**config.mk**
```make
export PLATFORM = sky130hd
export DESIGN_NAME = aoic_offset_ctrl
export DESIGN_NICKNAME = d
export VERILOG_FILES = /design/src/hdl/aoic_pkg.sv /design/src/hdl/aoic_offset_ctrl.sv
export SDC_FILE = /design/constraint.sdc
export NUM_CORES = 1
export LEC_CHECK = 0
export ABC_AREA = 1
export BUFFER_PORTS_ARGS = -buffer_cell sky130_fd_sc_hd__buf_4
export CORE_MARGIN = 10
export CORE_UTILIZATION = 30
export DETAILED_ROUTE_END_ITERATION = 7
export GPL_TIMING_DRIVEN = 0
export SKIP_LAST_GASP = 1
export SYNTH_ARGS = -nofsm -noshare
export SYNTH_HDL_FRONTEND = slang
export SYNTH_SLANG_ARGS = --single-unit
```
**constraint.sdc**
```tcl
create_clock -name sys_clk -period 5.57 [get_ports sys_clk]
set_clock_uncertainty 0.05 [all_clocks]
set_input_delay 0.2785 -clock sys_clk [delete_from_list [all_inputs] [get_ports sys_clk]]
set_output_delay 0.2785 -clock sys_clk [all_outputs]
set_load 0.02 [all_outputs]
```
**src/hdl/aoic_pkg.sv**
```systemverilog
/*
 * Constants for the accelerometer user-offset and interrupt-control block:
 * register indices, control bit positions, reset values and timing counts.
 * Assumes a 40 MHz system clock and a 32-bit Avalon-MM register bus.
 */
`default_nettype none

package aoic_pkg;

    // ------------------------------------------------------------
    // clock and timing
    // ------------------------------------------------------------
    localparam int unsigned SYS_CLK_HZ     = 40_000_000;
    localparam int unsigned RDY_PULSE_NS   = 1000;
    // longest pulse time, rounded down, never below one cycle
    localparam int unsigned RDY_PULSE_CYC_RAW = (RDY_PULSE_NS * (SYS_CLK_HZ / 1_000_000)) / 1000;
    localparam int unsigned RDY_PULSE_CYC = (RDY_PULSE_CYC_RAW < 1) ? 1 : RDY_PULSE_CYC_RAW;
    localparam logic [7:0]  RDY_PULSE_LOAD = 8'(RDY_PULSE_CYC);

    // ------------------------------------------------------------
    // register indices (byte address is four times the index)
    // ------------------------------------------------------------
    localparam logic [5:0] IDX_X_OFS   = 6'h3C;
    localparam logic [5:0] IDX_Y_OFS   = 6'h3D;
    localparam logic [5:0] IDX_Z_OFS   = 6'h3E;
    localparam logic [5:0] IDX_CTRL    = 6'h3F;
    localparam logic [5:0] IDX_OUT_X   = 6'h30;
    localparam logic [5:0] IDX_OUT_Y   = 6'h31;
    localparam logic [5:0] IDX_OUT_Z   = 6'h32;
    localparam logic [5:0] IDX_STATUS  = 6'h33;
    localparam logic [5:0] IDX_MASK    = 6'h34;

    // ------------------------------------------------------------
    // control register fields and reset values
    // ------------------------------------------------------------
    localparam int unsigned CTL_RDY_PULSE  = 7;
    localparam int unsigned CTL_ROUTE_2TO1 = 6;
    localparam int unsigned CTL_IRQ_EN     = 5;
    localparam int unsigned CTL_OFS_OUT    = 4;
    localparam int unsigned CTL_OFS_WU     = 3;
    localparam int unsigned CTL_OFS_WEIGHT = 2;
    localparam int unsigned CTL_HP_REF     = 1;
    localparam int unsigned CTL_ORIENT_LP2 = 0;
    localparam logic [7:0]  CTRL_RESET     = 8'h00;
    localparam logic [7:0]  OFS_RESET      = 8'h00;

    // ------------------------------------------------------------
    // offset weights: output data step taken as the fine weight
    // ------------------------------------------------------------
    localparam int unsigned OFS_FINE_UG    = 977;
    localparam int unsigned OFS_COARSE_UG  = 15600;
    localparam int unsigned OFS_FINE_SHIFT = 0;
    // coarse step is sixteen fine steps (15.6 mg / 977 ug)
    localparam int unsigned OFS_COARSE_SHIFT = 4;

    // ------------------------------------------------------------
    // interrupt status bits (write one to clear), mask same layout
    // ------------------------------------------------------------
    localparam int unsigned STS_SAMPLE  = 0;
    localparam int unsigned STS_OUT_SAT = 1;
    localparam int unsigned STS_WU_SAT  = 2;
    localparam int unsigned STS_WIDTH   = 3;
    localparam logic [2:0]  STS_RESET   = 3'h0;

endpackage

`default_nettype wire

```
**src/hdl/aoic_offset_ctrl.sv**
```systemverilog
/*
 * Accelerometer user-offset correction and interrupt-pin control.
 * Holds three signed offsets and a control register behind an Avalon-MM
 * slave, corrects each incoming sample for the output and wakeup paths,
 * and shapes the data-ready signal and both interrupt pins.
 * Assumes raw samples arrive synchronous to sys_clk with a valid strobe.
 */
// The implementer's own choice: the Avalon-MM register port.
// What this block does
// - subtract each axis offset (3Ch, 3Dh, 3Eh) from that axis's acceleration.
// - each offset is an 8-bit signed two's complement field.
// - weight bit picks 977 ug or 15.6 mg per offset step.
// - offset-on-output bit applies correction to output data registers.
// - offset-on-wakeup bit corrects only the wakeup detection data.
// - data-ready pulse bit: clear gives latched, set gives pulsed signalling.
// - route bit also drives second-pin signals onto the first pin.
// - high-pass reference mode bit enables that mode; clear by default.
// - orientation filter select: clear gives ODR/2 data, set gives second lowpass.
`timescale 1ns/100ps
`default_nettype none

// ------------------------------------------------------------
// one axis: scaled offset subtraction with saturation
// ------------------------------------------------------------
module aoic_axis_corr (
    input  wire logic signed [15:0] raw,
    input  wire logic        [7:0]  offset,
    input  wire logic               coarse,
    output logic signed      [15:0] corr,
    output logic                    sat
);
    logic signed [19:0] ofsScaled;
    logic signed [19:0] diff;

    // offset taken as signed and scaled by the selected weight
    always_comb begin
        if (coarse) begin
            ofsScaled = 20'(signed'(offset)) <<< aoic_pkg::OFS_COARSE_SHIFT;
        end else begin
            ofsScaled = 20'(signed'(offset)) <<< aoic_pkg::OFS_FINE_SHIFT;
        end
    end

    // subtract, then clamp so a large offset cannot wrap the sign
    always_comb begin
        diff = 20'(raw) - ofsScaled;
        sat  = 1'b0;
        corr = diff[15:0];
        if (diff > 20'sh07FFF) begin
            corr = 16'sh7FFF;
            sat  = 1'b1;
        end else if (diff < -20'sh08000) begin
            corr = -16'sh8000;
            sat  = 1'b1;
        end
    end
endmodule

// ------------------------------------------------------------
// top level
// ------------------------------------------------------------
module aoic_offset_ctrl (
    input  wire logic        sys_clk,
    input  wire logic        rst,
    // avalon-mm slave, byte addressed
    input  wire logic [7:0]  avs_address,
    input  wire logic        avs_read,
    input  wire logic        avs_write,
    input  wire logic [31:0] avs_writedata,
    output logic      [31:0] avs_readdata,
    output logic             avs_waitrequest,
    // raw samples from the measurement chain
    input  wire logic        rawValid,
    input  wire logic [15:0] rawX,
    input  wire logic [15:0] rawY,
    input  wire logic [15:0] rawZ,
    // interrupt function levels routed to each pin
    input  wire logic        firstIrqFunc,
    input  wire logic        secondIrqFunc,
    // corrected output data
    output logic      [15:0] outX,
    output logic      [15:0] outY,
    output logic      [15:0] outZ,
    output logic             outValid,
    // data for the wakeup detection function
    output logic      [15:0] wakeX,
    output logic      [15:0] wakeY,
    output logic      [15:0] wakeZ,
    // filter configuration to the processing chain
    output logic             highpassReferenceMode,
    output logic             orientationFilterSelect,
    // pins and bus interrupt
    output logic             firstIrqPin,
    output logic             secondIrqPin,
    output logic             irq
);

    // ------------------------------------------------------------
    // register state
    // ------------------------------------------------------------
    logic [7:0]  ofsReg [3];
    logic [7:0]  ctrlReg;
    logic [2:0]  statusReg;
    logic [2:0]  statusNext;
    logic [2:0]  maskReg;
    logic        ackReg;
    logic [31:0] readdataReg;
    logic [15:0] outReg  [3];
    logic [15:0] wakeReg [3];
    logic        outValidReg;
    logic        rdyLatchReg;
    logic [7:0]  rdyCntReg;
    logic        firstPinReg;
    logic        secondPinReg;

    logic [5:0]  regIdx;
    logic        wrStb;
    logic        rdStb;
    logic        dataRead;
    logic [15:0] rawAxis [3];
    logic [15:0] corrAxis [3];
    logic [2:0]  satAxis;
    logic        outSat;
    logic        wuSat;
    logic        rdySignal;

    assign regIdx = avs_address[7:2];

    // ------------------------------------------------------------
    // bus handshake: one wait cycle, then the access completes
    // ------------------------------------------------------------
    // every access stalls one cycle so read data can come from a flop
    always_ff @(posedge sys_clk) begin
        if (rst) begin
            ackReg <= 1'b0;
        end else begin
            ackReg <= (avs_read | avs_write) & ~ackReg;
        end
    end

    assign avs_waitrequest = (avs_read | avs_write) & ~ackReg;
    assign wrStb           = avs_write & ackReg;
    assign rdStb           = avs_read & ackReg;
    // reading any output register counts as collecting the sample
    assign dataRead        = rdStb & ((regIdx == aoic_pkg::IDX_OUT_X) |
                                      (regIdx == aoic_pkg::IDX_OUT_Y) |
                                      (regIdx == aoic_pkg::IDX_OUT_Z));

    // ------------------------------------------------------------
    // configuration registers
    // ------------------------------------------------------------
    // offsets stored as written; range -127..127 is the host's duty
    always_ff @(posedge sys_clk) begin
        if (rst) begin
            ofsReg[0] <= aoic_pkg::OFS_RESET;
            ofsReg[1] <= aoic_pkg::OFS_RESET;
            ofsReg[2] <= aoic_pkg::OFS_RESET;
        end else if (wrStb) begin
            case (regIdx)
                aoic_pkg::IDX_X_OFS: ofsReg[0] <= avs_writedata[7:0];
                aoic_pkg::IDX_Y_OFS: ofsReg[1] <= avs_writedata[7:0];
                aoic_pkg::IDX_Z_OFS: ofsReg[2] <= avs_writedata[7:0];
                default: ;
            endcase
        end
    end

    // control register, all features off after reset
    always_ff @(posedge sys_clk) begin
        if (rst) begin
            ctrlReg <= aoic_pkg::CTRL_RESET;
        end else if (wrStb && regIdx == aoic_pkg::IDX_CTRL) begin
            ctrlReg <= avs_writedata[7:0];
        end
    end

    // interrupt mask, same layout as status
    always_ff @(posedge sys_clk) begin
        if (rst) begin
            maskReg <= aoic_pkg::STS_RESET;
        end else if (wrStb && regIdx == aoic_pkg::IDX_MASK) begin
            maskReg <= avs_writedata[2:0];
        end
    end

    // ------------------------------------------------------------
    // read data, unmapped words read as zero
    // ------------------------------------------------------------
    always_ff @(posedge sys_clk) begin
        if (rst) begin
            readdataReg <= 32'h0000_0000;
        end else if (avs_read && !ackReg) begin
            case (regIdx)
                aoic_pkg::IDX_X_OFS:  readdataReg <= {24'h00_0000, ofsReg[0]};
                aoic_pkg::IDX_Y_OFS:  readdataReg <= {24'h00_0000, ofsReg[1]};
                aoic_pkg::IDX_Z_OFS:  readdataReg <= {24'h00_0000, ofsReg[2]};
                aoic_pkg::IDX_CTRL:   readdataReg <= {24'h00_0000, ctrlReg};
                aoic_pkg::IDX_OUT_X:  readdataReg <= {16'h0000, outReg[0]};
                aoic_pkg::IDX_OUT_Y:  readdataReg <= {16'h0000, outReg[1]};
                aoic_pkg::IDX_OUT_Z:  readdataReg <= {16'h0000, outReg[2]};
                aoic_pkg::IDX_STATUS: readdataReg <= {29'h0000_0000, statusReg};
                aoic_pkg::IDX_MASK:   readdataReg <= {29'h0000_0000, maskReg};
                default:              readdataReg <= 32'h0000_0000;
            endcase
        end
    end

    assign avs_readdata = readdataReg;

    // ------------------------------------------------------------
    // per-axis correction
    // ------------------------------------------------------------
    assign rawAxis[0] = rawX;
    assign rawAxis[1] = rawY;
    assign rawAxis[2] = rawZ;

    // one corrector per axis, shared by output and wakeup paths
    for (genvar a = 0; a < 3; a++) begin : gAxis
        aoic_axis_corr uCorr (
            .raw    (signed'(rawAxis[a])),
            .offset (ofsReg[a]),
            .coarse (ctrlReg[aoic_pkg::CTL_OFS_WEIGHT]),
            .corr   (corrAxis[a]),
            .sat    (satAxis[a])
        );
    end

    // output path gets the correction only when enabled
    always_ff @(posedge sys_clk) begin
        if (rst) begin
            outReg[0] <= 16'h0000;
            outReg[1] <= 16'h0000;
            outReg[2] <= 16'h0000;
        end else if (rawValid) begin
            for (int a = 0; a < 3; a++) begin
                if (ctrlReg[aoic_pkg::CTL_OFS_OUT]) begin
                    outReg[a] <= corrAxis[a];
                end else begin
                    outReg[a] <= rawAxis[a];
                end
            end
        end
    end

    // wakeup path corrected independently of the output bit
    always_ff @(posedge sys_clk) begin
        if (rst) begin
            wakeReg[0] <= 16'h0000;
            wakeReg[1] <= 16'h0000;
            wakeReg[2] <= 16'h0000;
        end else if (rawValid) begin
            for (int a = 0; a < 3; a++) begin
                if (ctrlReg[aoic_pkg::CTL_OFS_WU]) begin
                    wakeReg[a] <= corrAxis[a];
                end else begin
                    wakeReg[a] <= rawAxis[a];
                end
            end
        end
    end

    // new-sample strobe aligned with the output registers
    always_ff @(posedge sys_clk) begin
        if (rst) begin
            outValidReg <= 1'b0;
        end else begin
            outValidReg <= rawValid;
        end
    end

    assign outX     = outReg[0];
    assign outY     = outReg[1];
    assign outZ     = outReg[2];
    assign wakeX    = wakeReg[0];
    assign wakeY    = wakeReg[1];
    assign wakeZ    = wakeReg[2];
    assign outValid = outValidReg;

    // filter settings go straight to the processing chain
    assign highpassReferenceMode   = ctrlReg[aoic_pkg::CTL_HP_REF];
    assign orientationFilterSelect = ctrlReg[aoic_pkg::CTL_ORIENT_LP2];

    // ------------------------------------------------------------
    // data-ready signalling
    // ------------------------------------------------------------
    // latched flag: a new sample in the read cycle wins over the clear
    always_ff @(posedge sys_clk) begin
        if (rst) begin
            rdyLatchReg <= 1'b0;
        end else if (rawValid) begin
            rdyLatchReg <= 1'b1;
        end else if (dataRead) begin
            rdyLatchReg <= 1'b0;
        end
    end

    // pulsed form: fixed width, restarted by every sample
    always_ff @(posedge sys_clk) begin
        if (rst) begin
            rdyCntReg <= 8'h00;
        end else if (rawValid) begin
            rdyCntReg <= aoic_pkg::RDY_PULSE_LOAD;
        end else if (rdyCntReg != 8'h00) begin
            rdyCntReg <= rdyCntReg - 8'h01;
        end
    end

    // mode bit picks latched or pulsed
    assign rdySignal = ctrlReg[aoic_pkg::CTL_RDY_PULSE] ? (rdyCntReg != 8'h00)
                                                        : rdyLatchReg;

    // ------------------------------------------------------------
    // interrupt pins
    // ------------------------------------------------------------
    // registered so the pins never glitch on bus writes
    always_ff @(posedge sys_clk) begin
        if (rst) begin
            firstPinReg  <= 1'b0;
            secondPinReg <= 1'b0;
        end else if (!ctrlReg[aoic_pkg::CTL_IRQ_EN]) begin
            firstPinReg  <= 1'b0;
            secondPinReg <= 1'b0;
        end else begin
            firstPinReg  <= rdySignal | firstIrqFunc |
                            (ctrlReg[aoic_pkg::CTL_ROUTE_2TO1] & secondIrqFunc);
            secondPinReg <= secondIrqFunc;
        end
    end

    assign firstIrqPin  = firstPinReg;
    assign secondIrqPin = secondPinReg;

    // ------------------------------------------------------------
    // bus interrupt: sticky status, write one to clear
    // ------------------------------------------------------------
    // saturation only counts on the path that actually uses the correction
    assign outSat = rawValid & ctrlReg[aoic_pkg::CTL_OFS_OUT] & (|satAxis);
    assign wuSat  = rawValid & ctrlReg[aoic_pkg::CTL_OFS_WU] & (|satAxis);

    // a set in the clearing cycle survives the clear
    always_comb begin
        statusNext = statusReg;
        if (wrStb && regIdx == aoic_pkg::IDX_STATUS) begin
            statusNext = statusReg & ~avs_writedata[2:0];
        end
        statusNext[aoic_pkg::STS_SAMPLE]  = statusNext[aoic_pkg::STS_SAMPLE] | rawValid;
        statusNext[aoic_pkg::STS_OUT_SAT] = statusNext[aoic_pkg::STS_OUT_SAT] | outSat;
        statusNext[aoic_pkg::STS_WU_SAT]  = statusNext[aoic_pkg::STS_WU_SAT] | wuSat;
    end

    always_ff @(posedge sys_clk) begin
        if (rst) begin
            statusReg <= aoic_pkg::STS_RESET;
        end else begin
            statusReg <= statusNext;
        end
    end

    // level output while any unmasked bit is set
    assign irq = |(statusReg & maskReg);

endmodule

`default_nettype wire

```
# --- Word level (Yosys, flattened, before mapping) ---
# Memory sizes are Yosys's and may differ from the RTL's.
# Cells that the tools add are included.
classes:
  addsub: 4
  magnitude_cmp: 6
  eq_ne: 9
  mux: 67
  bitwise_logic: 37
  n_reduce_logical: 12
ops:
  columns: ["operator", "count"]
  rows:
  - ["$mux 16", 18]
  - ["$pmux 16 s9", 1]
  - ["$gt 20x16->1 const B", 3]
  - ["$lt 20x16->1 const B", 3]
  - ["$eq 6x6->1 const B", 9]
  - ["$sub 16x12->17", 3]
  - ["$mux 1", 39]
  - ["$mux 11", 3]
  - ["$mux 8", 3]
  - ["$or 1x1->1", 23]
  - ["$mux 6", 2]
  - ["$and 1x1->1", 9]
  - ["$reduce_bool 8->1", 1]
  - ["$sub 8x1->8 const B", 1]
  - ["$and 3x3->3", 2]
  - ["$reduce_or 3->1", 2]
  - ["$logic_and 1x1->1", 4]
  - ["$reduce_bool 2->1", 2]
  - ["$reduce_or 2->1", 2]
  - ["$mux 3", 1]
  - ["$not 3->3", 1]
  - ["$not 1->1", 2]
  - ["$logic_not 1->1", 1]
totals:
  regBits: 59
  ramBits: 120
  input_bits: 95
  out_inout_bits: 135
  wordCells: 149
  mem_count: 3
mem_list:
  columns: ["name", "words", "word_bits", "rd", "rd_clocked_by_memory_dff", "write_ports", "line", "source"]
  rows:
  - ["outReg", 3, 16, 3, 0, 3, "aoic_offset_ctrl.sv:108", "logic [15:0] outReg [3];"]
  - ["wakeReg", 3, 16, 3, 0, 3, "aoic_offset_ctrl.sv:109", "logic [15:0] wakeReg [3];"]
  - ["ofsReg", 3, 8, 3, 0, 3, "aoic_offset_ctrl.sv:101", "logic [7:0] ofsReg [3];"]

# --- Logic depth before layout (Yosys ltp) ---
# An unclocked memory read counts as a cell.
depth:
  depth_word: 9
  depth_mapped: 21
  ltp_nobuf: 19

# --- By module ---
# From an unflattened synthesis, not the netlist that was laid out.
unflattened:
  hier_cells: 1469
  hier_area_um2: 11123.2
by_module_without_submodules:
  columns: ["module", "n_inst", "cells_each", "area_per_inst_um2", "seq_area_each_um2"]
  rows:
  - ["aoic_offset_ctrl", 1, 774, 7402.1, 4464.3]
  - ["aoic_axis_corr at gAxis[2].uCorr", 1, 232, 1267.5, 0.0]
  - ["aoic_axis_corr at gAxis[1].uCorr", 1, 232, 1260.0, 0.0]
  - ["aoic_axis_corr at gAxis[0].uCorr", 1, 231, 1193.6, 0.0]

# --- Worst setup path after synthesis ---
# Ideal clock, no wire load.
synth_path:
  path_type: "register to register"
  startpoint: "reg ctrlReg[2]"
  endpoint: "mem wakeReg[0][11] (data pin)"
  setup_time_ps: 274
  arrival_time_ps: 2444
  required_ps: 5246
  slack_ps: 2801
  stages_incl_launch_ff: 19
  path_buffers: 3
  period_less_slack_ps: 2769
  path_cell_list: "dfxtp_1 clkbuf_1 inv_1 clkbuf_1 nand2_1 fa_1 nand2_1 nand2_1 nand3_1 nand2_2 nand2_1 nand2_1 nand2_1 nand2_2 nor2_4 inv_2 buf_6 a21oi_2 o22ai_1"
synth_rtl:
  columns: ["item", "line", "source"]
  rows:
  - ["start: declaration", "aoic_offset_ctrl.sv:102", "logic [7:0] ctrlReg;"]
  - ["start signal: assignment", "aoic_offset_ctrl.sv:171", "ctrlReg <= aoic_pkg::CTRL_RESET;"]
  - ["start signal: assignment", "aoic_offset_ctrl.sv:173", "ctrlReg <= avs_writedata[7:0];"]
  - ["end: declaration", "aoic_offset_ctrl.sv:109", null]

==> flow_summary.toml <==
[worst_setup_path]
start_kind = "register"
cp_slowest_stage_delay_ps = 450
crit_type = "reg -> reg"
cp-end-kind = "register"
reg2reg_slack_ps = 1910
endpoint = "wakeReg[1][12]"
crit_cells = 17
cp.arrival_ps = 3750
critPathMaxFanout = 10
cp_top_family = "buffers and inverters"
cp_slowest_cell = "clkbuf_1"
reg2reg_depth = 17
startpoint = "ctrlReg[2]"
cp_num_buf_inv = 4
path_cells = "clkbuf_1 -> clkbuf_1 -> o21ai_0 -> ha_1 -> nand2_1 -> nand2_1 -> a21oi_1 -> nand2_2 -> nand2_2 -> nand2_1 -> nand2_2 -> nand2_4 -> nor2_4 -> inv_4 -> buf_12 -> a21oi_4 -> o22ai_1"
r2r-start = "ctrlReg[2]"
cp.required_ps = 5660
r2r_end = "wakeReg[1][12]"

[cells_and_area]
synthToLayoutAreaGrowth_pct = 25.06
utilization = 0.3822
final_area_um2 = 12880
num-nets-final = 1622
drive_gt1_frac = 0.2167

[run]
drv_cap = 0

[logic_synthesis]
netlist.area_leader.share = 0.3499
ys_seq_area_frac = 0.4335
yosysMostFrequentCell = "nand2_1"
ys_seq_elements = 163
synthCells = 1252
syn_area_um2 = 10300
ys_async_sr_fraction = 0
ys_top_cells_by_count = "nand2_1, inv_1, edfxtp_1"
synth.largest_area_cell = "edfxtp_1"
synth_area_leaders = "edfxtp_1, nand2_1, dfxtp_1, ha_1, inv_1"
synth_ff_type = "edfxtp_1"
synth_edf_count = 120
yosysWarnings = 0
synth_area_per_cell_um2 = 8.226
yosysUniqueCellTypes = 54

[sta]
slew_headroom = 0.2059
max_freq_mhz = 273.4
final-setup-viol-count = 0
worstMarginPinSlew_ps = 1179
finalHoldViolations = 0
fin_crit_ps = 3658
hold_ws_ps = 48.53
period_share = 0.6568
setup_tns_ps = 0
rsz0062_at_grt = "false"
finalMaxSlewViolations = 0

[detailed_routing]
firstDrtPassIters = 7
drtIter0Drc = 717
wl_per_cell_um = 20.67
ant_nets = 0
viasPerCell = 5.011
drt_wl_total_um = 40000
vias = 9697
route.detailed.drc = 0

[grt]
antenna_found_initial = 1
grt_max_degree = 35
grt_pass1_wl_um = 58410
grt_remaining_overflow = 0
grt_usage = 0.1850
grt_pass1_vias = 9307

[floorplan]
fp.dieW_um = 205.3
fp.dieH_um = 205.3
core_area_um2 = 33700
initial_core_util = 0.3056
die_area_um2 = 42140
fp-row-count = 67
io_pins = 230

[placed_design]
gp_congestion = 0.9332
dp.final_hpwl_um = 32080
port_buffers = 186
place_area_um2 = 12330

[clock_network]
clk_path_buf_depth = 2
postCtsSetupBuffers = 0
insertion_delay_ps = 440
cts-root-buf = "clkbuf_16"
clock_sinks = 163
cts_tree = "built"
clk_pin_slew_ps = 60
htreeDepth = 4
cts_buffers = 17
hold_buffers = 0
cts_resized = 0

[run_status]
status = "finished, final reports clean"

[pwr]
power_leakage_uw = 0.005930
total_power_uw = 3477
irDropWorstVdd_uv = 224.3
powerDensity_nw_per_um2 = 270.0

[hold_path]
worstHoldPathType = "in -> reg"
==> per-stage QoR <==
stage	instances	worst slack (ps)
after global placement	1901	1943
after detailed placement	1902	1919
after floorplan	1267	2801
after CTS	1934	1910
final	1935	1912
after global routing	1935	1688
==> how the worst min path moves through the flow <==
stage,from,to,slack (ps),depth (start not counted)
after floorplan,rdyCntReg[0],rdyCntReg[0],370,1
after global placement,rdyCntReg[0],rdyCntReg[0],390,1
after detailed placement,rdyCntReg[0],rdyCntReg[0],410,1
after CTS,secondIrqFunc,secondIrqPin,40,2
after global routing,secondIrqFunc,secondIrqPin,50,2
final,secondIrqFunc,secondIrqPin,50,2
==> placed cells by master (no fill, tap or decap), drive strengths merged, types with 2 or more instances in the layout <==
| cell | n |
|---|---|
| a211oi | 2 |
| a21oi | 100 |
| a221oi | 2 |
| a22o | 4 |
| a31oi | 11 |
| a32o | 5 |
| and2 | 5 |
| buf | 214 |
| clkbuf | 48 |
| clkinv | 7 |
| conb | 16 |
| dfxtp | 43 |
| edfxtp | 120 |
| fa | 3 |
| ha | 51 |
| inv | 178 |
| nand2 | 341 |
| nand3 | 57 |
| nand3b | 2 |
| nand4 | 6 |
| nor2 | 69 |
| nor3 | 7 |
| o2111ai | 2 |
| o21ai | 87 |
| o21bai | 3 |
| o22ai | 56 |
| o31ai | 2 |
| or2 | 4 |
| xnor2 | 15 |
| xor2 | 21 |
==> report_power, final <==
group          total, µW  switching [µW]  internal [µW]
Clock               1150             524            626
Sequential          1450            65.0           1390
Combinational        873             550            323
==> layout make-up <==
type	instances	area, µm²
Clock buffer	24	495.5
Multi-Input combinational cell	876	4918
Clock inverter	8	50.05
Antenna cell	1	2.502
Buffer	51	302.8
Tap cell	448	560.5
Timing Repair Buffer	187	1416
Sequential cell	163	4464
Inverter	177	669.4
Fill cell	3485	20820
==> cell families (layout without fill, tap and decap cells) <==
kind of cell	after synthesis	in the layout	synth area share
adders and majority gates	54	54	0.06779
muxes	1	1	0.0009720
and+or+nand+nor	492	492	0.2045
other	1	17	0.0003641
DFF	163	163	0.4335
xor gates and xnor gates	36	36	0.03062
buffers and inverters	228	447	0.09440
AOI/OAI and AO/OA	277	277	0.1679
==> metal layers <==
| metal | global-route usage | vias up | share of wire |
|---|---|---|---|
| met5 | 0 | - | 0 |
| met4 | 0.04568 | 0 | 0.015 |
| met3 | 0.03381 | 45 | 0.074 |
| met2 | 0.3082 | 402 | 0.47 |
| met1 | 0.2426 | 4624 | 0.44 |
| li1 | - | 4626 | - |
==> state kept, by name, summed over array words and instances (netlist names), 3 cells and up <==
| name | flops |
|---|---|
| rdyCntReg | 8 |
| wakeReg | 48 |
| ofsReg | 24 |
| avs_readdata | 16 |
| statusReg | 3 |
| ctrlReg | 8 |
| maskReg | 3 |
| outReg | 48 |
Note: power is estimated with default switching activity, not from simulation.
